[src/cancs_regs.vh]
`ifndef CANCS_REGS_VH
`define CANCS_REGS_VH

// register port addresses
`define CANCS_ADDR_W 5
`define CANCS_ADDR_CMD 5'h01
`define CANCS_ADDR_STAT 5'h02

// command_port bit positions
`define CANCS_CMD_TX_REQ 0
`define CANCS_CMD_TX_ABORT 1
`define CANCS_CMD_RX_REL 2
`define CANCS_CMD_OVR_CLR 3
`define CANCS_CMD_SLEEP 4

// status_word bit positions
`define CANCS_ST_RX_AVAIL 0
`define CANCS_ST_OVERRUN 1
`define CANCS_ST_TXB_FREE 2
`define CANCS_ST_TX_DONE 3
`define CANCS_ST_RX_ACT 4
`define CANCS_ST_TX_ACT 5
`define CANCS_ST_ERR_WARN 6
`define CANCS_ST_BUS_OFF 7

// read values
`define CANCS_CMD_READ 8'hff
`define CANCS_UNMAPPED_READ 8'h00

// limits and counts
`define CANCS_ECNT_W 9
`define CANCS_WARN_LIMIT 9'h060
`define CANCS_BUSOFF_LIMIT 9'h0ff
`define CANCS_RECOVER_W 8
`define CANCS_RECOVER_FREES 8'h80
`define CANCS_BITCNT_W 4
`define CANCS_BUSFREE_BITS 4'hb
`define CANCS_HOST_CLOCK_OUTPUT_BITS 4'hf
`define CANCS_QCNT_W 6
`define CANCS_QCNT_MAX 6'h3f

`endif

[src/cancs_busfree.v]
`include "cancs_regs.vh"

module cancs_busfree (
	input wire clock_i,
	input wire rstn_i,
	input wire bit_tick_i,
	input wire rx_bit_i,
	output reg idle_o,
	output reg free_o
);

reg [`CANCS_BITCNT_W-1:0] cnt_ff;
reg [`CANCS_BITCNT_W-1:0] nxt_cnt;
wire last_bit;

assign last_bit = (cnt_ff == `CANCS_BUSFREE_BITS - 4'h1);

// counter restarts after each bus-free so successive occurrences can be counted
always @* begin
	nxt_cnt = cnt_ff;
	// any dominant level restarts the run, even between bit ticks
	if (!rx_bit_i)
		nxt_cnt = 4'h0;
	else if (bit_tick_i) begin
		if (last_bit)
			nxt_cnt = 4'h0;
		else
			nxt_cnt = cnt_ff + 4'h1;
	end
end

always @(posedge clock_i or negedge rstn_i) begin
	if (!rstn_i) begin
		cnt_ff <= 4'h0;
		idle_o <= 1'b0;
		free_o <= 1'b0;
	end else begin
		cnt_ff <= nxt_cnt;
		free_o <= bit_tick_i && rx_bit_i && last_bit;
		if (!rx_bit_i)
			idle_o <= 1'b0;
		else if (bit_tick_i && last_bit)
			idle_o <= 1'b1;
	end
end

endmodule

[src/cancs_core.v]
// Chosen here: the strobed register port.
`include "cancs_regs.vh"

module cancs_core (
	input wire clock_i,
	input wire rstn_i,
	input wire [`CANCS_ADDR_W-1:0] addr_i,
	input wire [7:0] wdata_i,
	input wire wr_i,
	input wire rd_i,
	output reg [7:0] rdata_o,
	input wire bit_tick_i,
	input wire quantum_tick_i,
	input wire can_rx_i,
	input wire int_n_pin_i,
	input wire irq_pending_i,
	input wire rst_req_i,
	input wire eie_i,
	input wire rie_i,
	input wire oie_i,
	input wire [`CANCS_ECNT_W-1:0] tec_i,
	input wire [`CANCS_ECNT_W-1:0] rec_i,
	input wire tx_start_i,
	input wire tx_ok_i,
	input wire tx_active_i,
	input wire rx_active_i,
	input wire rx_store_i,
	input wire rx_drop_valid_i,
	input wire txb_wr_i,
	output reg txb_we_o,
	output reg tx_pend_o,
	output reg rx_release_o,
	output reg rx_hold_o,
	output reg rst_req_set_o,
	output reg err_cnt_clr_o,
	output reg wake_irq_o,
	output reg err_irq_o,
	output reg rx_irq_o,
	output reg ovr_irq_o,
	output reg sleep_o,
	output reg osc_en_o,
	output reg host_clock_output_o
);

////////////////////////////////////////////////////////////////////////
// pin synchronisers and bus-free detection

localparam S_RUN = 3'b001;
localparam S_SLEEP = 3'b010;
localparam S_STOP = 3'b100;

reg rx_meta_ff, rx_sync_ff, int_meta_ff, int_sync_ff;
wire bus_idle, bus_free;

always @(posedge clock_i or negedge rstn_i) begin
	if (!rstn_i) begin
		rx_meta_ff <= 1'b1;
		rx_sync_ff <= 1'b1;
		int_meta_ff <= 1'b1;
		int_sync_ff <= 1'b1;
	end else begin
		rx_meta_ff <= can_rx_i;
		rx_sync_ff <= rx_meta_ff;
		int_meta_ff <= int_n_pin_i;
		int_sync_ff <= int_meta_ff;
	end
end

cancs_busfree u_busfree (
	.clock_i(clock_i),
	.rstn_i(rstn_i),
	.bit_tick_i(bit_tick_i),
	.rx_bit_i(rx_sync_ff),
	.idle_o(bus_idle),
	.free_o(bus_free)
);

////////////////////////////////////////////////////////////////////////
// command decode; bits 7..5 are never looked at

wire cmd_wr = wr_i && (addr_i == `CANCS_ADDR_CMD);
wire c_tr = cmd_wr && wdata_i[`CANCS_CMD_TX_REQ];
wire c_at = cmd_wr && wdata_i[`CANCS_CMD_TX_ABORT];
wire c_rrb = cmd_wr && wdata_i[`CANCS_CMD_RX_REL];
wire c_cdo = cmd_wr && wdata_i[`CANCS_CMD_OVR_CLR];
wire c_gts1 = cmd_wr && wdata_i[`CANCS_CMD_SLEEP];
wire c_gts0 = cmd_wr && !wdata_i[`CANCS_CMD_SLEEP];

////////////////////////////////////////////////////////////////////////
// transmit request, abort, completion and buffer lock

reg tx_pend_ff, tx_run_ff, tx_done_ff, txb_lock_ff;

always @(posedge clock_i or negedge rstn_i) begin
	if (!rstn_i) begin
		tx_pend_ff <= 1'b0;
		tx_run_ff <= 1'b0;
		tx_done_ff <= 1'b1;
		txb_lock_ff <= 1'b0;
		txb_we_o <= 1'b0;
		tx_pend_o <= 1'b0;
	end else begin
		txb_we_o <= txb_wr_i && !txb_lock_ff;
		if (tx_ok_i) begin
			tx_run_ff <= 1'b0;
			tx_done_ff <= 1'b1;
			txb_lock_ff <= 1'b0;
		end else if (tx_start_i && tx_pend_ff) begin
			tx_pend_ff <= 1'b0;
			tx_run_ff <= 1'b1;
		end else if (c_at && tx_pend_ff && !tx_active_i) begin
			// a started frame is left to finish
			tx_pend_ff <= 1'b0;
			txb_lock_ff <= 1'b0;
		end else if (c_tr && !tx_pend_ff && !tx_run_ff) begin
			tx_pend_ff <= 1'b1;
			tx_done_ff <= 1'b0;
			txb_lock_ff <= 1'b1;
		end
		tx_pend_o <= tx_pend_ff;
	end
end

////////////////////////////////////////////////////////////////////////
// receive queue occupancy, release and overrun

reg [`CANCS_QCNT_W-1:0] qcnt_ff;
reg [`CANCS_QCNT_W-1:0] nxt_qcnt;
reg rx_avail_ff, rx_reavail_ff, ovr_ff;

always @* begin
	nxt_qcnt = qcnt_ff;
	if (rx_store_i && qcnt_ff != `CANCS_QCNT_MAX)
		nxt_qcnt = nxt_qcnt + 6'h01;
	if (c_rrb && qcnt_ff != 6'h00)
		nxt_qcnt = nxt_qcnt - 6'h01;
end

always @(posedge clock_i or negedge rstn_i) begin
	if (!rstn_i) begin
		qcnt_ff <= 6'h00;
		rx_avail_ff <= 1'b0;
		rx_reavail_ff <= 1'b0;
		ovr_ff <= 1'b0;
		rx_release_o <= 1'b0;
		rx_irq_o <= 1'b0;
		ovr_irq_o <= 1'b0;
	end else begin
		qcnt_ff <= nxt_qcnt;
		rx_release_o <= c_rrb && qcnt_ff != 6'h00;
		rx_irq_o <= 1'b0;
		if (c_rrb) begin
			// cleared now, shown again on the next quantum only if frames remain queued
			rx_avail_ff <= 1'b0;
			rx_reavail_ff <= nxt_qcnt != 6'h00;
		end else if (rx_reavail_ff && quantum_tick_i) begin
			rx_reavail_ff <= 1'b0;
			rx_avail_ff <= 1'b1;
			rx_irq_o <= rie_i;
		end else if (rx_store_i && !rx_avail_ff && !rx_reavail_ff) begin
			rx_avail_ff <= 1'b1;
			rx_irq_o <= rie_i;
		end
		// the drop pulse arrives only for frames valid at end of frame
		// set wins over clear in the same cycle
		if (rx_drop_valid_i)
			ovr_ff <= 1'b1;
		else if (c_cdo)
			ovr_ff <= 1'b0;
		// interrupt on the rising edge only, so no repeats while set
		ovr_irq_o <= rx_drop_valid_i && !ovr_ff && oie_i;
	end
end

////////////////////////////////////////////////////////////////////////
// bus-off, recovery and error warning

reg bus_off_ff, recover_ff, warn_ff;
reg [`CANCS_RECOVER_W-1:0] frees_ff;
wire warn_now = (tec_i >= `CANCS_WARN_LIMIT) || (rec_i >= `CANCS_WARN_LIMIT);
wire off_now = tec_i > `CANCS_BUSOFF_LIMIT;
wire recov_done = recover_ff && bus_free && (frees_ff == `CANCS_RECOVER_FREES - 8'h01);

always @(posedge clock_i or negedge rstn_i) begin
	if (!rstn_i) begin
		bus_off_ff <= 1'b0;
		recover_ff <= 1'b0;
		warn_ff <= 1'b0;
		frees_ff <= 8'h00;
		rst_req_set_o <= 1'b0;
		err_cnt_clr_o <= 1'b0;
		err_irq_o <= 1'b0;
	end else begin
		rst_req_set_o <= 1'b0;
		err_cnt_clr_o <= 1'b0;
		err_irq_o <= 1'b0;
		if (off_now && !bus_off_ff) begin
			bus_off_ff <= 1'b1;
			rst_req_set_o <= 1'b1;
			err_irq_o <= eie_i;
		end else if (bus_off_ff && !recover_ff && !rst_req_i) begin
			recover_ff <= 1'b1;
			frees_ff <= 8'h00;
		end else if (recov_done) begin
			// counters are cleared outside, so the warning drops with them
			bus_off_ff <= 1'b0;
			recover_ff <= 1'b0;
			warn_ff <= 1'b0;
			err_cnt_clr_o <= 1'b1;
			err_irq_o <= eie_i;
		end else if (recover_ff && bus_free) begin
			frees_ff <= frees_ff + 8'h01;
		end
		if (!recov_done && warn_now != warn_ff) begin
			warn_ff <= warn_now;
			err_irq_o <= eie_i;
		end
	end
end

////////////////////////////////////////////////////////////////////////
// sleep and wake sequencing

reg [2:0] st_ff;
reg [2:0] nxt_st;
reg [`CANCS_BITCNT_W-1:0] clk_bits_ff;
reg gts_block_ff, was_rst_ff, clk_div_ff;
wire bus_busy = !bus_idle || !rx_sync_ff;
wire gts_ok = !rst_req_i && !gts_block_ff;
wire gts_refuse = c_gts1 && gts_ok && (irq_pending_i || bus_busy);
wire wake_bus = !rx_sync_ff;
wire wake_any = c_gts0 || wake_bus || !int_sync_ff;

always @* begin
	nxt_st = st_ff;
	case (st_ff)
	S_RUN: begin
		if (c_gts1 && gts_ok && !irq_pending_i && !bus_busy)
			nxt_st = S_SLEEP;
	end
	S_SLEEP: begin
		if (wake_any)
			nxt_st = S_RUN;
		else if (bit_tick_i && clk_bits_ff == `CANCS_HOST_CLOCK_OUTPUT_BITS - 4'h1)
			nxt_st = S_STOP;
	end
	S_STOP: begin
		if (wake_any)
			nxt_st = S_RUN;
	end
	default: nxt_st = S_RUN;
	endcase
end

always @(posedge clock_i or negedge rstn_i) begin
	if (!rstn_i) begin
		st_ff <= S_RUN;
		clk_bits_ff <= 4'h0;
		gts_block_ff <= 1'b0;
		was_rst_ff <= 1'b0;
		clk_div_ff <= 1'b0;
		rx_hold_o <= 1'b0;
		wake_irq_o <= 1'b0;
		sleep_o <= 1'b0;
		osc_en_o <= 1'b1;
		host_clock_output_o <= 1'b0;
	end else begin
		st_ff <= nxt_st;
		was_rst_ff <= rst_req_i;
		if (rst_req_i)
			gts_block_ff <= 1'b0;
		else if (was_rst_ff)
			gts_block_ff <= 1'b1;
		else if (bus_free)
			gts_block_ff <= 1'b0;
		if (st_ff == S_RUN)
			clk_bits_ff <= 4'h0;
		else if (st_ff == S_SLEEP && bit_tick_i)
			clk_bits_ff <= clk_bits_ff + 4'h1;
		// wake interrupt on refusal and on leaving sleep
		wake_irq_o <= gts_refuse || (st_ff != S_RUN && nxt_st == S_RUN);
		if (st_ff != S_RUN && nxt_st == S_RUN && wake_bus)
			rx_hold_o <= 1'b1;
		else if (bus_free)
			rx_hold_o <= 1'b0;
		sleep_o <= nxt_st != S_RUN;
		osc_en_o <= nxt_st != S_STOP;
		clk_div_ff <= ~clk_div_ff;
		// held low once stopped; the host clocked from it has had time to park
		host_clock_output_o <= (nxt_st != S_STOP) && ~clk_div_ff;
	end
end

////////////////////////////////////////////////////////////////////////
// read port, data one cycle after the strobe

wire [7:0] status_word;
assign status_word[`CANCS_ST_BUS_OFF] = bus_off_ff;
assign status_word[`CANCS_ST_ERR_WARN] = warn_ff;
assign status_word[`CANCS_ST_TX_ACT] = tx_active_i;
assign status_word[`CANCS_ST_RX_ACT] = rx_active_i;
assign status_word[`CANCS_ST_TX_DONE] = tx_done_ff;
assign status_word[`CANCS_ST_TXB_FREE] = ~txb_lock_ff;
assign status_word[`CANCS_ST_OVERRUN] = ovr_ff;
assign status_word[`CANCS_ST_RX_AVAIL] = rx_avail_ff;

always @(posedge clock_i or negedge rstn_i) begin
	if (!rstn_i) begin
		rdata_o <= `CANCS_UNMAPPED_READ;
	end else if (rd_i) begin
		if (addr_i == `CANCS_ADDR_CMD)
			rdata_o <= `CANCS_CMD_READ;
		else if (addr_i == `CANCS_ADDR_STAT)
			rdata_o <= status_word;
		else
			rdata_o <= `CANCS_UNMAPPED_READ;
	end else begin
		rdata_o <= `CANCS_UNMAPPED_READ;
	end
end

endmodule

[config.mk]
export PLATFORM = sky130hd
export DESIGN_NAME = cancs_core
export DESIGN_NICKNAME = d
export VERILOG_FILES = /design/src/cancs_busfree.v /design/src/cancs_core.v
export VERILOG_INCLUDE_DIRS = /design/src
export SDC_FILE = /design/constraint.sdc
export NUM_CORES = 1
export LEC_CHECK = 0
export BUFFER_PORTS_ARGS = -buffer_cell sky130_fd_sc_hd__buf_2
export CORE_MARGIN = 3
export CORE_UTILIZATION = 58
export CTS_CLUSTER_DIAMETER = 40
export DETAILED_ROUTE_END_ITERATION = 10
export GPL_TIMING_DRIVEN = 1
export PLACE_DENSITY = 0.81
export SLEW_MARGIN = 20
export SYNTH_ARGS = -nofsm -noshare
export SYNTH_HDL_FRONTEND = slang
export SYNTH_SLANG_ARGS = --single-unit
[constraint.sdc]
create_clock -name clock_i -period 3.9 [get_ports clock_i]
set_input_delay 0.39 -clock clock_i [delete_from_list [all_inputs] [get_ports clock_i]]
set_output_delay 0.39 -clock clock_i [all_outputs]
set_load 0.1 [all_outputs]
Word level (Yosys, flattened, before mapping)
Index checks and enable logic that the tools add are counted.

operators by class
  eq/ne operators = 22
  mux-type cells = 59
  $add $sub $neg = 5
  magnitude comparators = 3
  bitwise logic cells = 4
  reductions and logical operators = 86

operators by type and width
  cell                                                            count
  2-to-1 mux 8 bit                                                6
  2-to-1 mux 1 bit                                                41
  logical AND 1 bit                                               39
  2-to-1 mux 4 bit                                                5
  nonzero test 2 bit                                              10
  >= comparator 9 x 7 -> 1 bit (second input constant)            2
  zero test 1 bit                                                 18
  2-to-1 mux 3 bit                                                4
  2-to-1 mux 6 bit                                                2
  nonzero test 3 bit                                              4
  nonzero test 6 bit                                              2
  greater-than comparator 9 x 8 -> 1 bit (second input constant)  1
  one-hot mux 3 bit (3 select lines)                              1
  AND reduction 3 bit                                             3
  adder 4 x 1 -> 4 bit (second input constant)                    2
  adder 8 x 1 -> 8 bit (second input constant)                    1
  equality test 4 bit (second input constant)                     2
  equality test 8 x 7 -> 1 bit (second input constant)            1
  inequality test 2 x 1 -> 1 bit (second input constant)          4
  inequality test 2 bit (second input constant)                   4
  AND reduction 2 bit                                             4
  adder 6 x 1 -> 6 bit (second input constant)                    1
  equality test 3 x 1 -> 1 bit (second input constant)            2
  logical OR 1 bit                                                6
  10 further kinds                                                14

storage, ports and cells
  logic and storage cells = 217
  bits in registers = 65
  output and inout bits = 21
  input bits = 51

Depth between registers and ports, before layout
Gate-level depths: netlist of run 1.

  word-level depth = 12
  gate-level depth with buffers = 10
  gate-level depth less buffers = 10

By module
From an unflattened synthesis of run 1, not the netlist that was laid out.

unflattened totals
  cell total of the unflattened synthesis = 307
  area, all modules = 3185.6 um2

by module, submodules not included
  module         area each (um2)  instances  cells each  seq. area each (um2)
  cancs_core     2867.8           1          276         1485.2
  cancs_busfree  317.8            1          31          150.1

Least setup slack after synthesis of run 1
OpenSTA, ideal clock, no wires.

  path kind = reg-to-reg
  start point = reg qcnt_ff[0]
  end point = reg rx_reavail_ff
  setup slack = 1.827 ns
  setup time = 0.124 ns
  period minus slack after synthesis = 2.073 ns
  cell stages (with the launch flop) = 9
  arrival = 1.949 ns
  path buffers = 0
  required time = 3.776 ns
  cells stage by stage = dfrtp_1 -> ha_1 -> nand3_2 -> o21ai_0 -> xnor2_1 -> ha_1 -> nor4b_1 -> o21ai_0 -> o2bb2ai_1

on the way
  word-level cells in the longest chain between the ends = 7
  elaborated cells between the ends (all ways) = 10
  those cells by class = add/sub (2); eq/ne (1); mux (3); reduce/logical (4)

ends and longest elaborated chain
  item                                                          line              RTL
  start: declaration                                            cancs_core.v:127  reg [`CANCS_QCNT_W-1:0] qcnt_ff;
  start signal: assignment                                      cancs_core.v:149  qcnt_ff <= nxt_qcnt;
  branches (longest 4 deep; another with adder 6 x 1 -> 6 bit)  -
  2-to-1 mux 6 bit (*)                                          cancs_core.v:135  if (c_rrb && qcnt_ff != 6'h00)
  nonzero test 6 bit (*)                                        cancs_core.v:155  rx_reavail_ff <= nxt_qcnt != 6'h00;
  2-to-1 mux 1 bit (*)                                          cancs_core.v:152  if (c_rrb) begin
  end signal: assignment                                        cancs_core.v:143  rx_reavail_ff <= 1'b0;
  end signal: assignment                                        cancs_core.v:155
  end signal: assignment                                        cancs_core.v:157  rx_reavail_ff <= 1'b0;
  end: declaration                                              cancs_core.v:129  reg rx_avail_ff, rx_reavail_ff, ovr_ff;

Every way passes the cells marked *.
A chain may end at the register's enable or synchronous reset.

Worst setup path in the final report of run 1
Ends and elaborated chain as after synthesis.

==> out/metrics.json, run 1 <==
{
  "yosysWarnings": {"value": 0},
  "ys_dominant_reg_cell": {"value": "sky130_fd_sc_hd__dfrtp_1"},
  "die-height": {"value": 79.3, "unit": "um"},
  "wirelength": {"value": 6020, "unit": "um"},
  "worst_hold_path_type": {"value": "in2reg"},
  "via_count": {"value": 2455},
  "global_route.usage.met3": {"value": 8.28, "unit": "%"},
  "synth_cells": {"value": 310},
  "max_slew_margin": {"value": 34.6, "unit": "%"},
  "critPathMaxStageDelay": {"value": 0.42, "unit": "ns"},
  "drv_cap": {"value": 0},
  "count_of_cells_along_the_worst_hold_path": {"value": 1},
  "wl_per_cell": {"value": 13.4, "unit": "um"},
  "synthDominantAreaCellType": {"value": "sky130_fd_sc_hd__dfrtp_1"},
  "ys_seq_area_share": {"value": 52.4, "unit": "%"},
  "start_util": {"value": 60.7, "unit": "%"},
  "pin_count_of_the_biggest_net_entering_global_routing": {"value": 42},
  "synth_enable_flop_cells": {"value": 0},
  "critical_path_buf_inv_count": {"value": 0},
  "initialDrtViolationCount": {"value": 98},
  "vias_in_the_first_global_route": {"value": 2329},
  "finish.instance_area": {"value": 3680, "unit": "um2"},
  "ys_types": {"value": 55},
  "ff2ff_path_depth": {"value": 8},
  "ant_nets": {"value": 0},
  "flip_flop_and_latch_count_after_synthesis": {"value": 65},
  "syn_to_final_growth": {"value": 18.2, "unit": "%"},
  "final_layout_size_suffix_gt1_share": {"value": 24.2, "unit": "%"},
  "setup.worst_path.class": {"value": "reg2reg"},
  "timing.critical_path.slowest_stage_cell": {"value": "sky130_fd_sc_hd__dfrtp_1"},
  "critical_path_required": {"value": 4.12, "unit": "ns"},
  "finalCriticalPeriod": {"value": 2.41, "unit": "ns"},
  "max-vdd-ir-drop": {"value": 0.372, "unit": "mV"},
  "finish.utilization": {"value": 71.7, "unit": "%"},
  "unrepaired_setup_endpoints_after_global_routing": {"value": "no"},
  "crit_arrival": {"value": 2.63, "unit": "ns"},
  "leakagePower": {"value": 1.72, "unit": "nW"},
  "synth_async_sr_flop_share": {"value": 100, "unit": "%"},
  "fillCellCount": {"value": 409},
  "worstSetupStartpointType": {"value": "flop"},
  "floorplan.die_area": {"value": 6290, "unit": "um2"},
  "clock_sink_count": {"value": 65},
  "critical_path_depth": {"value": 8},
  "tritoncts": {"value": "yes"},
  "grt_antenna_before_repair": {"value": 0},
  "hold_buffers": {"value": 0},
  "mappedNetlistNets": {"value": 369},
  "drt-vias-per-instance": {"value": 5.46},
  "outcome": {"value": "finished, final reports clean"},
  "grt.overflow.total": {"value": 0},
  "mean_instance_size_in_the_synthesized_netlist": {"value": 10.1, "unit": "um2"},
  "cts_buffers": {"value": 9},
  "groute.layer.met2.usage": {"value": 33.3, "unit": "%"},
  "globalRoute.busiestLayer": {"value": "met2"},
  "finalWorstSetupSlack": {"value": 1.49, "unit": "ns"},
  "tightestPinTransition": {"value": 0.973, "unit": "ns"},
  "hpwl": {"value": 4270, "unit": "um"},
  "setup_viol": {"value": 0},
  "powerDensity": {"value": 470, "unit": "nW/um2"},
  "core": {"value": 5140, "unit": "um2"},
  "clk_pin_slew": {"value": 0.07, "unit": "ns"},
  "globalRouteTotalUtil": {"value": 20.7, "unit": "%"},
  "drc": {"value": 0},
  "fin_hold_ws": {"value": 0.155, "unit": "ns"},
  "global_route_wire_length_before_repair": {"value": 10100, "unit": "um"},
  "synthDominantCellAreaShare": {"value": 46.5, "unit": "%"},
  "critical_path_peak_fanout": {"value": 6},
  "skew": {"value": 0.00656, "unit": "ns"},
  "antenna_cells": {"value": 0},
  "clock.fmax": {"value": 415, "unit": "MHz"},
  "finalMaxSlewViolations": {"value": 0},
  "critical-path-top-delay-family": {"value": "compound AO/OA/AOI/OAI gates"},
  "grt_util_met1": {"value": 25.4, "unit": "%"},
  "setup_total_negative_slack": {"value": 0, "unit": "ns"},
  "numPortBuffers": {"value": 58},
  "first_pass_iters": {"value": 4},
  "insertion_delay": {"value": 0.33, "unit": "ns"},
  "rows": {"value": 26},
  "ios": {"value": 72},
  "post_cts_resized": {"value": 0},
  "dieWidth": {"value": 79.3, "unit": "um"},
  "cts.htree.levels": {"value": 3},
  "dpl-instance-area": {"value": 3480, "unit": "um2"},
  "timing_hold_violations_final": {"value": 0},
  "gp_congestion": {"value": 0.828},
  "cp_cell_sequence": {"value": "ha_1 > nand3_2 > o21ai_0 > xnor2_1 > ha_1 > nor4b_1 > o21ai_0 > o2bb2ai_1"},
  "critical_path.endpoint_type": {"value": "flop"},
  "synth.top_cells.by_area": {"value": "sky130_fd_sc_hd__dfrtp_1, sky130_fd_sc_hd__dfstp_2, sky130_fd_sc_hd__nand2_1, sky130_fd_sc_hd__nor2_1, sky130_fd_sc_hd__xnor2_1"},
  "cts-root-buf": {"value": "sky130_fd_sc_hd__clkbuf_8"},
  "postCtsSetupRepairBufs": {"value": 0},
  "ctsLongestPathBuffers": {"value": 2},
  "pre_cts_ws": {"value": 1.58, "unit": "ns"},
  "post-route-period-util": {"value": 61.8, "unit": "%"},
  "final_nets": {"value": 434},
  "syn_area": {"value": 3120, "unit": "um2"}
}
worst paths after layout:
path / startpoint / slack [ns] / end
min: can_rx_i / 0.15 / rx_meta_ff
min in group asynchronous: rstn_i / 0.18 / clk_bits_ff[2]
min reg2reg: rx_meta_ff / 0.36 / rx_sync_ff
max in group asynchronous: rstn_i / 2.82 / int_sync_ff
max reg2reg: qcnt_ff[0] / 1.49 / rx_reavail_ff
max: qcnt_ff[0] / 1.49 / rx_reavail_ff
logic make-up after synthesis:
| kind of cell | after synthesis | synth area share (%) |
|---|---|---|
| muxes | 4 | 1.32 |
| AOI/OAI and AO/OA | 72 | 15.4 |
| adders and majority gates | 8 | 3.21 |
| and+or+nand+nor | 125 | 20.7 |
| xor gates and xnor gates | 14 | 3.93 |
| buffers and inverters | 22 | 2.89 |
| DFF | 65 | 52.4 |
placed cells by master (no fill, tap or decap), drive strengths merged, types with 7 or more instances in the layout:
cell type  instances
dfrtp             58
clkbuf            14
o21ai             17
a21oi             18
xnor2             13
a21boi            10
nor3              10
buf               59
inv               17
nor2              31
nand2             35
dfstp              7
ha                 8
layout make-up:
type                            instances  area [um2]  share of cell area [%]
Sequential cell                        65        1640                    44.4
Multi-Input combinational cell        223        1390                    37.8
Timing Repair Buffer                   59         298                    8.08
Clock buffer                           14         173                    4.69
Tap cell                               70        87.6                    2.38
Inverter                               17        63.8                    1.73
Clock inverter                          2        35.0                   0.951
cell usage after synthesis (2+ instances only):
cell / n
sky130_fd_sc_hd__a2111oi_2: 2
sky130_fd_sc_hd__a21boi_0: 10
sky130_fd_sc_hd__a21o_1: 6
sky130_fd_sc_hd__a21oi_1: 17
sky130_fd_sc_hd__a22oi_1: 2
sky130_fd_sc_hd__a31oi_1: 2
sky130_fd_sc_hd__and3_1: 5
sky130_fd_sc_hd__clkbuf_1: 4
sky130_fd_sc_hd__dfrtp_1: 58
sky130_fd_sc_hd__dfstp_2: 7
sky130_fd_sc_hd__ha_1: 8
sky130_fd_sc_hd__inv_1: 17
sky130_fd_sc_hd__mux2i_1: 3
sky130_fd_sc_hd__nand2_1: 35
sky130_fd_sc_hd__nand2b_1: 5
sky130_fd_sc_hd__nand3_1: 4
sky130_fd_sc_hd__nand3b_1: 2
sky130_fd_sc_hd__nand4_1: 5
sky130_fd_sc_hd__nor2_1: 31
sky130_fd_sc_hd__nor2b_1: 5
sky130_fd_sc_hd__nor3_1: 9
sky130_fd_sc_hd__nor3b_1: 4
sky130_fd_sc_hd__nor4_1: 3
sky130_fd_sc_hd__o21a_1: 3
sky130_fd_sc_hd__o21ai_0: 17
sky130_fd_sc_hd__o21bai_1: 2
sky130_fd_sc_hd__or2_2: 3
sky130_fd_sc_hd__or4_1: 2
sky130_fd_sc_hd__xnor2_1: 13
report_power, final:
part           switching [mW]  internal, mW
combinational           0.218         0.138
sequential             0.0644         0.724
clock                   0.239         0.347
total                   0.522          1.21
registers in the layout, summed over array words and instances, names as in the netlist, 3 cells and up:
name and flops:
st_ff 3, rdata_o 8, u_busfree.cnt_ff 4, frees_ff 8
qcnt_ff 6, clk_bits_ff 4
layer usage:
metal / vias to the layer above / routed length [um] / share of wire, %
li1: 1221 / - / -
met1: 1158 / 2660 / 44
met2: 66 / 2890 / 48
met3: 10 / 373 / 6.2
met4: 0 / 90 / 1.5
met5: - / 0 / 0
metrics by stage:
stage,instances,total power [mW]
4_1_cts,450,1.74
3_3_place_gp,434,1.13
5_1_grt,450,1.83
2_1_floorplan,310,1.06
3_5_place_dp,434,1.15
6_report,450,1.73
Note: power is estimated with default switching activity, not from simulation.
==> inputs of run 2 (changes only) <==
--- a/config.mk
+++ b/config.mk
@@ -8,11 +8,11 @@
 export LEC_CHECK = 0
 export BUFFER_PORTS_ARGS = -buffer_cell sky130_fd_sc_hd__buf_2
 export CORE_MARGIN = 3
-export CORE_UTILIZATION = 58
+export CORE_UTILIZATION = 54
 export CTS_CLUSTER_DIAMETER = 40
 export DETAILED_ROUTE_END_ITERATION = 10
 export GPL_TIMING_DRIVEN = 1
-export PLACE_DENSITY = 0.81
+export PLACE_DENSITY = 0.76
 export SLEW_MARGIN = 20
 export SYNTH_ARGS = -nofsm -noshare
 export SYNTH_HDL_FRONTEND = slang
==> constraint.sdc (replaced) <==
create_clock -name clock_i -period 2.47 [get_ports clock_i]
set_input_delay 0.247 -clock clock_i [delete_from_list [all_inputs] [get_ports clock_i]]
set_output_delay 0.247 -clock clock_i [all_outputs]
set_load 0.1 [all_outputs]
==> out/metrics.json, run 2 (synthesis results as in run 1) <==
{
  "powerDensity": {"value": 695, "unit": "nW/um2", "change": "was 470 nW/um2"},
  "grt_antenna_before_repair": {"value": 0, "change": "unchanged"},
  "floorplan.die_area": {"value": 6720, "unit": "um2", "change": "was 6290 um2"},
  "cts-root-buf": {"value": "sky130_fd_sc_hd__clkbuf_8", "change": "unchanged"},
  "cts_buffers": {"value": 9, "change": "unchanged"},
  "worst_hold_path_type": {"value": "in2reg", "change": "unchanged"},
  "wirelength": {"value": 6140, "unit": "um", "change": "was 6020 um"},
  "placed_cells": {"value": 438, "change": "was 434"},
  "ios": {"value": 72, "change": "unchanged"},
  "worstSetupStartpointType": {"value": "flop", "change": "unchanged"},
  "gp_congestion": {"value": 0.811, "change": "was 0.828"},
  "crit_arrival": {"value": 2.38, "unit": "ns", "change": "was 2.63 ns"},
  "cp_cell_sequence": {"value": "ha_1 > nand3_2 > o21ai_2 > nor2_1 > a21oi_1 > ha_2 > xnor2_1 > nand4b_1 > a21oi_2 > o2bb2ai_1", "change": "was ha_1 > nand3_2 > o21ai_0 > xnor2_1 > ha_1 > nor4b_1 > o21ai_0 > o2bb2ai_1"},
  "insertion_delay": {"value": 0.33, "unit": "ns", "change": "about the same"},
  "max-vdd-ir-drop": {"value": 0.566, "unit": "mV", "change": "was 0.372 mV"},
  "ctsLongestPathBuffers": {"value": 2, "change": "unchanged"},
  "tritoncts": {"value": "yes", "change": "unchanged"},
  "post-route-period-util": {"value": 87.8, "unit": "%", "change": "was 61.8%"},
  "timing.critical_path.slowest_stage_cell": {"value": "sky130_fd_sc_hd__dfrtp_1", "change": "unchanged"},
  "final_nets": {"value": 437, "change": "was 434"},
  "vias_in_the_first_global_route": {"value": 2237, "change": "was 2329"},
  "fin_hold_ws": {"value": 0.0273, "unit": "ns", "change": "was 0.155 ns"},
  "groute.layer.met2.usage": {"value": 31.4, "unit": "%", "change": "was 33.3%"},
  "antenna_cells": {"value": 0, "change": "unchanged"},
  "critical_path_required": {"value": 2.68, "unit": "ns", "change": "was 4.12 ns"},
  "critical_path.endpoint_type": {"value": "flop", "change": "unchanged"},
  "pre_cts_ws": {"value": 0.118, "unit": "ns", "change": "was 1.58 ns"},
  "globalRoute.busiestLayer": {"value": "met2", "change": "unchanged"},
  "drv_cap": {"value": 0, "change": "unchanged"},
  "most-common-layout-cells": {"value": "sky130_fd_sc_hd__dfrtp_1, sky130_fd_sc_hd__buf_2, sky130_fd_sc_hd__nand2_1, sky130_fd_sc_hd__nor2_1", "change": "unchanged"},
  "ant_nets": {"value": 0, "change": "unchanged"},
  "unrepaired_setup_endpoints_after_global_routing": {"value": "no", "change": "unchanged"},
  "critical_path_peak_fanout": {"value": 6, "change": "unchanged"},
  "dieWidth": {"value": 82.0, "unit": "um", "change": "was 79.3 um"},
  "setup_viol": {"value": 0, "change": "unchanged"},
  "hpwl": {"value": 4410, "unit": "um", "change": "was 4270 um"},
  "drt-vias-per-instance": {"value": 5.35, "change": "was 5.46"},
  "syn_to_final_growth": {"value": 18.4, "unit": "%", "change": "was 18.2%"},
  "tightestPinTransition": {"value": 0.625, "unit": "ns", "change": "was 0.973 ns"},
  "setup.worst_path.class": {"value": "reg2reg", "change": "unchanged"},
  "skew": {"value": 0.00737, "unit": "ns", "change": "was 0.00656 ns"},
  "global_route.usage.met3": {"value": 5.04, "unit": "%", "change": "was 8.28%"},
  "critPathMaxStageDelay": {"value": 0.43, "unit": "ns", "change": "was 0.42 ns"},
  "via_count": {"value": 2435, "change": "was 2455"},
  "grt_util_met1": {"value": 26.4, "unit": "%", "change": "was 25.4%"},
  "clock_sink_count": {"value": 65, "change": "unchanged"},
  "drc": {"value": 0, "change": "unchanged"},
  "finalWorstSetupSlack": {"value": 0.301, "unit": "ns", "change": "was 1.49 ns"},
  "pin_count_of_the_biggest_net_entering_global_routing": {"value": 66, "change": "was 42"},
  "globalRouteTotalUtil": {"value": 20.1, "unit": "%", "change": "was 20.7%"},
  "finalMaxSlewViolations": {"value": 0, "change": "unchanged"},
  "setup_total_negative_slack": {"value": 0, "unit": "ns", "change": "unchanged"},
  "clk_pin_slew": {"value": 0.07, "unit": "ns", "change": "about the same"},
  "cts.htree.levels": {"value": 3, "change": "unchanged"},
  "critical-path-top-delay-family": {"value": "compound AO/OA/AOI/OAI gates", "change": "unchanged"},
  "grt.overflow.total": {"value": 0, "change": "unchanged"},
  "finalCriticalPeriod": {"value": 2.17, "unit": "ns", "change": "was 2.41 ns"},
  "first_pass_iters": {"value": 4, "change": "unchanged"},
  "clock.fmax": {"value": 461, "unit": "MHz", "change": "was 415 MHz"},
  "global_route_wire_length_before_repair": {"value": 10200, "unit": "um", "change": "was 10100 um"},
  "rows": {"value": 27, "change": "was 26"},
  "wl_per_cell": {"value": 13.5, "unit": "um", "change": "was 13.4 um"},
  "largest_registers": {"value": "frees_ff (8), rdata_o (8), qcnt_ff (6)", "change": "unchanged"},
  "timing_hold_violations_final": {"value": 0, "change": "unchanged"},
  "initialDrtViolationCount": {"value": 112, "change": "was 98"},
  "outcome": {"value": "finished, final reports clean", "change": "unchanged"},
  "max_slew_margin": {"value": 58.2, "unit": "%", "change": "was 34.6%"},
  "final_layout_size_suffix_gt1_share": {"value": 25.6, "unit": "%", "change": "was 24.2%"},
  "die-height": {"value": 82.0, "unit": "um", "change": "was 79.3 um"},
  "numPortBuffers": {"value": 58, "change": "unchanged"},
  "leakagePower": {"value": 1.71, "unit": "nW", "change": "was 1.72 nW"},
  "final-instance-count-excl-fill": {"value": 455, "change": "was 450"},
  "start_util": {"value": 56.3, "unit": "%", "change": "was 60.7%"},
  "postCtsSetupRepairBufs": {"value": 0, "change": "unchanged"},
  "critical_path_buf_inv_count": {"value": 0, "change": "unchanged"},
  "core": {"value": 5540, "unit": "um2", "change": "was 5140 um2"}
}
==> run 2: worst paths after layout <==
| check | slack [ns] | depth (start not counted) | end | start |
|---|---|---|---|---|
| setup reg to reg | 0.30 | 10 | rx_reavail_ff | qcnt_ff[1] |
| min in group asynchronous | 0.47 | 3 | u_busfree.cnt_ff[3] | rstn_i |
| hold reg to reg | 0.36 | 0 | int_sync_ff | int_meta_ff |
| hold / removal | 0.03 | 1 | int_meta_ff | int_n_pin_i |
| setup / recovery | 0.30 | 10 | rx_reavail_ff | qcnt_ff[1] |
| max in group asynchronous | 1.69 | 3 | int_sync_ff | rstn_i |
==> run 2: repair_timing <==
item                                    4_1_cts  5_1_grt
endpoints found under the setup margin        0        1
hold buffers                                  1        0
hold endpoints to repair                     58        0
gates resized for setup                       0        4
==> run 2: routing by layer <==
layer | wire (um) | vias up
met5 | 0 | -
met4 | 30 | 0
met3 | 319 | 2
met2 | 3010 | 56
met1 | 2780 | 1148
li1 | - | 1229
==> run 2: worst register-to-register path, cell delays in order, from the launching register on <==
cell                        delay [ns]
sky130_fd_sc_hd__dfrtp_1          0.43
sky130_fd_sc_hd__ha_1             0.26
sky130_fd_sc_hd__nand3_2          0.14
sky130_fd_sc_hd__o21ai_2          0.22
sky130_fd_sc_hd__nor2_1           0.06
sky130_fd_sc_hd__a21oi_1          0.18
sky130_fd_sc_hd__ha_2             0.28
sky130_fd_sc_hd__xnor2_1          0.14
sky130_fd_sc_hd__nand4b_1         0.13
sky130_fd_sc_hd__a21oi_2          0.14
sky130_fd_sc_hd__o2bb2ai_1        0.06
==> run 2: where the power goes <==
part / internal (mW) / switching [mW] / leakage (nW)
logic: 0.231 / 0.347 / 0.807
clock network: 0.356 / 0.386 / 0.0818
registers: 1.14 / 0.103 / 0.825
==> run 2: final cells by class <==
type / instances / area [um2]
repair buffers: 62 / 335
multi-input cells: 223 / 1410
flip-flops and latches: 65 / 1640
fillers: 451 / 1850
clock buffers: 10 / 128
well taps: 72 / 90.1
clock inverters: 6 / 35.0
inverters: 17 / 63.8
==> run 2: metrics by stage <==
stage                     power [mW]  utilization, %  cell area (um2)
final                           2.57            66.6             3690
after global routing            2.73            66.6             3690
after CTS                       2.58            66.4             3680
after detailed placement        1.82            63.3             3510
after global placement          1.80            63.3             3510
after floorplan                 1.67               -             3120
==> inputs of run 3 (changes only) <==
--- a/config.mk
+++ b/config.mk
@@ -6,14 +6,14 @@
 export SDC_FILE = /design/constraint.sdc
 export NUM_CORES = 1
 export LEC_CHECK = 0
+export ABC_AREA = 1
 export BUFFER_PORTS_ARGS = -buffer_cell sky130_fd_sc_hd__buf_2
 export CORE_MARGIN = 3
-export CORE_UTILIZATION = 54
+export CORE_UTILIZATION = 58
 export CTS_CLUSTER_DIAMETER = 40
 export DETAILED_ROUTE_END_ITERATION = 10
 export GPL_TIMING_DRIVEN = 1
-export PLACE_DENSITY = 0.76
-export SLEW_MARGIN = 20
+export PLACE_DENSITY = 0.81
 export SYNTH_ARGS = -nofsm -noshare
 export SYNTH_HDL_FRONTEND = slang
 export SYNTH_SLANG_ARGS = --single-unit
==> constraint.sdc (replaced) <==
create_clock -name clock_i -period 2.75 [get_ports clock_i]
set_input_delay 0.275 -clock clock_i [delete_from_list [all_inputs] [get_ports clock_i]]
set_output_delay 0.275 -clock clock_i [all_outputs]
set_load 0.1 [all_outputs]
==> out/metrics.json, run 3 <==
{
  "ys_dominant_reg_cell": {"value": "sky130_fd_sc_hd__dfrtp_1", "change": "unchanged"},
  "hpwl": {"value": 4730, "unit": "um", "change": "was 4410 um"},
  "net-switching-power": {"value": 859, "unit": "uW", "change": "was 837 uW"},
  "crit_arrival": {"value": 2.47, "unit": "ns", "change": "was 2.38 ns"},
  "leakagePower": {"value": 2.04, "unit": "nW", "change": "was 1.71 nW"},
  "antenna_cells": {"value": 0, "change": "unchanged"},
  "drc": {"value": 0, "change": "unchanged"},
  "hold_end": {"value": "rx_meta_ff", "change": "was int_meta_ff"},
  "critical_path_peak_fanout": {"value": 6, "change": "unchanged"},
  "finalMaxSlewViolations": {"value": 0, "change": "unchanged"},
  "synth_commonest_cells": {"value": "sky130_fd_sc_hd__nand2_1, sky130_fd_sc_hd__inv_1, sky130_fd_sc_hd__dfrtp_1", "change": "was sky130_fd_sc_hd__dfrtp_1, sky130_fd_sc_hd__nand2_1, sky130_fd_sc_hd__nor2_1"},
  "ff_latch_area": {"value": 1640, "unit": "um2", "change": "unchanged"},
  "synthDominantCellAreaShare": {"value": 45.5, "unit": "%", "change": "was 46.5%"},
  "dieWidth": {"value": 80.2, "unit": "um", "change": "was 82.0 um"},
  "ios": {"value": 72, "change": "unchanged"},
  "critical_path.endpoint_type": {"value": "flop", "change": "unchanged"},
  "start_util": {"value": 61.3, "unit": "%", "change": "was 56.3%"},
  "synth_async_sr_flop_share": {"value": 100, "unit": "%", "change": "unchanged"},
  "unrepaired_setup_endpoints_after_global_routing": {"value": "no", "change": "unchanged"},
  "pin_count_of_the_biggest_net_entering_global_routing": {"value": 44, "change": "was 66"},
  "setup_total_negative_slack": {"value": 0, "unit": "ns", "change": "unchanged"},
  "wl_per_cell": {"value": 12.3, "unit": "um", "change": "was 13.5 um"},
  "regToRegStartpoint": {"value": "qcnt_ff[0]", "change": "was qcnt_ff[1]"},
  "mostFrequentLayoutCell": {"value": "sky130_fd_sc_hd__nand2_1"},
  "ys_types": {"value": 37, "change": "was 55"},
  "pre_cts_ws": {"value": 0.530, "unit": "ns", "change": "was 0.118 ns"},
  "yosysWarnings": {"value": 0, "change": "unchanged"},
  "endpoint_of_the_lowest_slack_register_to_register_path": {"value": "rx_reavail_ff", "change": "unchanged"},
  "postCtsSetupRepairBufs": {"value": 0, "change": "unchanged"},
  "grt_antenna_before_repair": {"value": 0, "change": "unchanged"},
  "ctsLongestPathBuffers": {"value": 2, "change": "unchanged"},
  "drt-vias-per-instance": {"value": 5.07, "change": "was 5.35"},
  "insertion_delay": {"value": 0.34, "unit": "ns", "change": "was 0.33 ns"},
  "cts_buffers": {"value": 9, "change": "unchanged"},
  "clk_pin_slew": {"value": 0.07, "unit": "ns", "change": "about the same"},
  "ys_seq_area_share": {"value": 51.2, "unit": "%", "change": "was 52.4%"},
  "clock.fmax": {"value": 445, "unit": "MHz", "change": "was 461 MHz"},
  "post-route-period-util": {"value": 81.6, "unit": "%", "change": "was 87.8%"},
  "initialDrtViolationCount": {"value": 91, "change": "was 112"},
  "via_count": {"value": 2630, "change": "was 2435"},
  "ff2ff_path_depth": {"value": 18, "change": "was 10"},
  "numPortBuffers": {"value": 58, "change": "unchanged"},
  "seq_power_share": {"value": 45.3, "unit": "%", "change": "was 48.6%"},
  "largest_registers": {"value": "frees_ff (8), rdata_o (8), qcnt_ff (6)", "change": "unchanged"},
  "wirelength": {"value": 6380, "unit": "um", "change": "was 6140 um"},
  "worst_hold_path_type": {"value": "in2reg", "change": "unchanged"},
  "setup.worst_path.class": {"value": "reg2reg", "change": "unchanged"},
  "finalWorstSetupSlack": {"value": 0.505, "unit": "ns", "change": "was 0.301 ns"},
  "count_of_cells_along_the_worst_hold_path": {"value": 1, "change": "unchanged"},
  "critical_path_required": {"value": 2.98, "unit": "ns", "change": "was 2.68 ns"},
  "powerDensity": {"value": 678, "unit": "nW/um2", "change": "was 695 nW/um2"},
  "flip_flop_and_latch_count_after_synthesis": {"value": 65, "change": "unchanged"},
  "multi_input_area": {"value": 1290, "unit": "um2", "change": "was 1410 um2"},
  "swShare": {"value": 33.4, "unit": "%", "change": "was 32.6%"},
  "ant_nets": {"value": 0, "change": "unchanged"},
  "vias_in_the_first_global_route": {"value": 2564, "change": "was 2237"},
  "setup_viol": {"value": 0, "change": "unchanged"},
  "max-vdd-ir-drop": {"value": 0.445, "unit": "mV", "change": "was 0.566 mV"},
  "mean_instance_size_in_the_synthesized_netlist": {"value": 8.54, "unit": "um2", "change": "was 10.1 um2"},
  "cts.htree.levels": {"value": 3, "change": "unchanged"},
  "synth_enable_flop_cells": {"value": 0, "change": "unchanged"},
  "synth_most_common_cell": {"value": "sky130_fd_sc_hd__nand2_1", "change": "was sky130_fd_sc_hd__dfrtp_1"},
  "max_slew_margin": {"value": 50.2, "unit": "%", "change": "was 58.2%"},
  "tritoncts": {"value": "yes", "change": "unchanged"},
  "global_route_wire_length_before_repair": {"value": 10900, "unit": "um", "change": "was 10200 um"},
  "syn_to_final_growth": {"value": 18.8, "unit": "%", "change": "was 18.4%"},
  "final_nets": {"value": 503, "change": "was 437"},
  "rows": {"value": 26, "change": "was 27"},
  "skew": {"value": 0.00560, "unit": "ns", "change": "was 0.00737 ns"},
  "first_pass_iters": {"value": 4, "change": "unchanged"},
  "startpoint_of_the_most_critical_hold_path": {"value": "can_rx_i", "change": "was int_n_pin_i"},
  "grt.overflow.total": {"value": 0, "change": "unchanged"},
  "core": {"value": 5200, "unit": "um2", "change": "was 5540 um2"},
  "clock_power_share": {"value": 31.2, "unit": "%", "change": "was 28.9%"},
  "intPower": {"value": 1.71, "unit": "mW", "change": "was 1.73 mW"},
  "globalRouteTotalUtil": {"value": 21.9, "unit": "%", "change": "was 20.1%"},
  "flop2flop_setup_slack": {"value": 0.50, "unit": "ns", "change": "was 0.30 ns"},
  "drv_cap": {"value": 0, "change": "unchanged"},
  "synth_cells": {"value": 374, "change": "was 310"},
  "timing_hold_violations_final": {"value": 0, "change": "unchanged"},
  "fillCellCount": {"value": 402, "change": "was 451"},
  "mappedNetlistNets": {"value": 433, "change": "was 369"},
  "worstSetupStartpointType": {"value": "flop", "change": "unchanged"},
  "gp_congestion": {"value": 0.890, "change": "was 0.811"},
  "power_frac_comb": {"value": 23.5, "unit": "%", "change": "was 22.5%"},
  "finalCriticalPeriod": {"value": 2.25, "unit": "ns", "change": "was 2.17 ns"},
  "most-common-layout-cells": {"value": "sky130_fd_sc_hd__nand2_1, sky130_fd_sc_hd__inv_1, sky130_fd_sc_hd__dfrtp_1, sky130_fd_sc_hd__buf_2, sky130_fd_sc_hd__nor2_1", "change": "was sky130_fd_sc_hd__dfrtp_1, sky130_fd_sc_hd__buf_2, sky130_fd_sc_hd__nand2_1, sky130_fd_sc_hd__nor2_1"},
  "tightestPinTransition": {"value": 0.740, "unit": "ns", "change": "was 0.625 ns"},
  "outcome": {"value": "finished, final reports clean", "change": "unchanged"},
  "synth.top_cells.by_area": {"value": "sky130_fd_sc_hd__dfrtp_1, sky130_fd_sc_hd__nand2_1, sky130_fd_sc_hd__inv_1, sky130_fd_sc_hd__dfstp_2, sky130_fd_sc_hd__nor2_1", "change": "was sky130_fd_sc_hd__dfrtp_1, sky130_fd_sc_hd__dfstp_2, sky130_fd_sc_hd__nand2_1, sky130_fd_sc_hd__nor2_1, sky130_fd_sc_hd__xnor2_1"},
  "die-height": {"value": 80.2, "unit": "um", "change": "was 82.0 um"},
  "syn_area": {"value": 3190, "unit": "um2", "change": "was 3120 um2"},
  "final_layout_size_suffix_gt1_share": {"value": 23.2, "unit": "%", "change": "was 25.6%"},
  "clock_sink_count": {"value": 65, "change": "unchanged"},
  "cts-root-buf": {"value": "sky130_fd_sc_hd__clkbuf_8", "change": "unchanged"},
  "synthDominantAreaCellType": {"value": "sky130_fd_sc_hd__dfrtp_1", "change": "unchanged"},
  "floorplan.die_area": {"value": 6430, "unit": "um2", "change": "was 6720 um2"}
}
[run 3: routing by layer]
layer	wire length [um]	part of all wire, %	global-route usage, %
met5	0	0	0
met2	3240	51	38.6
met3	245	3.8	4.93
met1	2750	43	26.2
met4	141	2.2	8.11
[run 3: cells by family after synthesis]
| kind of cell | share of synthesized area, % |
|---|---|
| simple gates | 27.0 |
| buf+inv | 8.50 |
| flops | 51.2 |
| compound gates | 7.92 |
| xor+xnor | 2.19 |
| fa+ha+maj | 3.13 |
[run 3: area by class of cell]
cell class / count / area share (%)
clock buffers: 11 / 3.73
clock inverters: 5 / 1.45
inverters: 71 / 7.03
multi-input cells: 237 / 33.9
flip-flops and latches: 65 / 43.1
well taps: 70 / 2.31
repair buffers: 60 / 8.45
[run 3: how the worst max path moves through the flow]
stage               start            end  slack (ns)  cells past startpoint
6_report       qcnt_ff[0]  rx_reavail_ff        0.50                     18
5_1_grt        qcnt_ff[0]  rx_reavail_ff        0.33                     18
4_1_cts        qcnt_ff[0]  rx_reavail_ff        0.51                     18
3_5_place_dp   qcnt_ff[0]  rx_reavail_ff        0.53                     18
3_3_place_gp   qcnt_ff[0]  rx_reavail_ff        0.58                     18
2_1_floorplan  qcnt_ff[0]  rx_reavail_ff        0.76                     18
[run 3: power by group through the flow]
stage	Sequential [mW]	Combinational, mW	Clock, mW
floorplan	1.20	0.403	0
global placement	1.17	0.569	0
CTS	1.16	0.604	0.822
detailed placement	1.18	0.593	0
finish	1.16	0.604	0.801
global route	1.18	0.688	0.859
[run 3: through the flow]
stage	cell area, um2	util [%]	power (mW)	hold slack (ns)	std cells
6_report	3790	72.9	2.57	0.0306	519
5_1_grt	3790	72.9	2.73	0.0159	519
4_1_cts	3790	72.9	2.59	0.0185	519
3_5_place_dp	3590	68.9	1.77	0.292	502
3_3_place_gp	3590	68.9	1.74	0.283	502
2_1_floorplan	3190	-	1.61	-0.0206	374
[run 3: repair_timing]
item / 4_1_cts / 5_1_grt
hold endpoints to repair: 21 / 0
gates resized for setup: 0 / 0
hold buffers: 1 / 0
[run 3: worst max-delay path, cell delays in order (launching register included)]
cell and delay [ns]:
sky130_fd_sc_hd__dfrtp_1 0.44, sky130_fd_sc_hd__ha_1 0.19, sky130_fd_sc_hd__nand2_1 0.10, sky130_fd_sc_hd__nor2_4 0.13, sky130_fd_sc_hd__nand2_4 0.09, sky130_fd_sc_hd__nand2_4 0.09, sky130_fd_sc_hd__nand2_1 0.08, sky130_fd_sc_hd__nand2_1 0.09
sky130_fd_sc_hd__inv_1 0.05, sky130_fd_sc_hd__ha_1 0.26, sky130_fd_sc_hd__inv_1 0.03, sky130_fd_sc_hd__nand4_1 0.08, sky130_fd_sc_hd__nand2_1 0.07, sky130_fd_sc_hd__nor2_1 0.10, sky130_fd_sc_hd__nand2_1 0.07, sky130_fd_sc_hd__nor2_1 0.08
sky130_fd_sc_hd__nand2_1 0.06, sky130_fd_sc_hd__nor2_1 0.08, sky130_fd_sc_hd__nor2_1 0.05
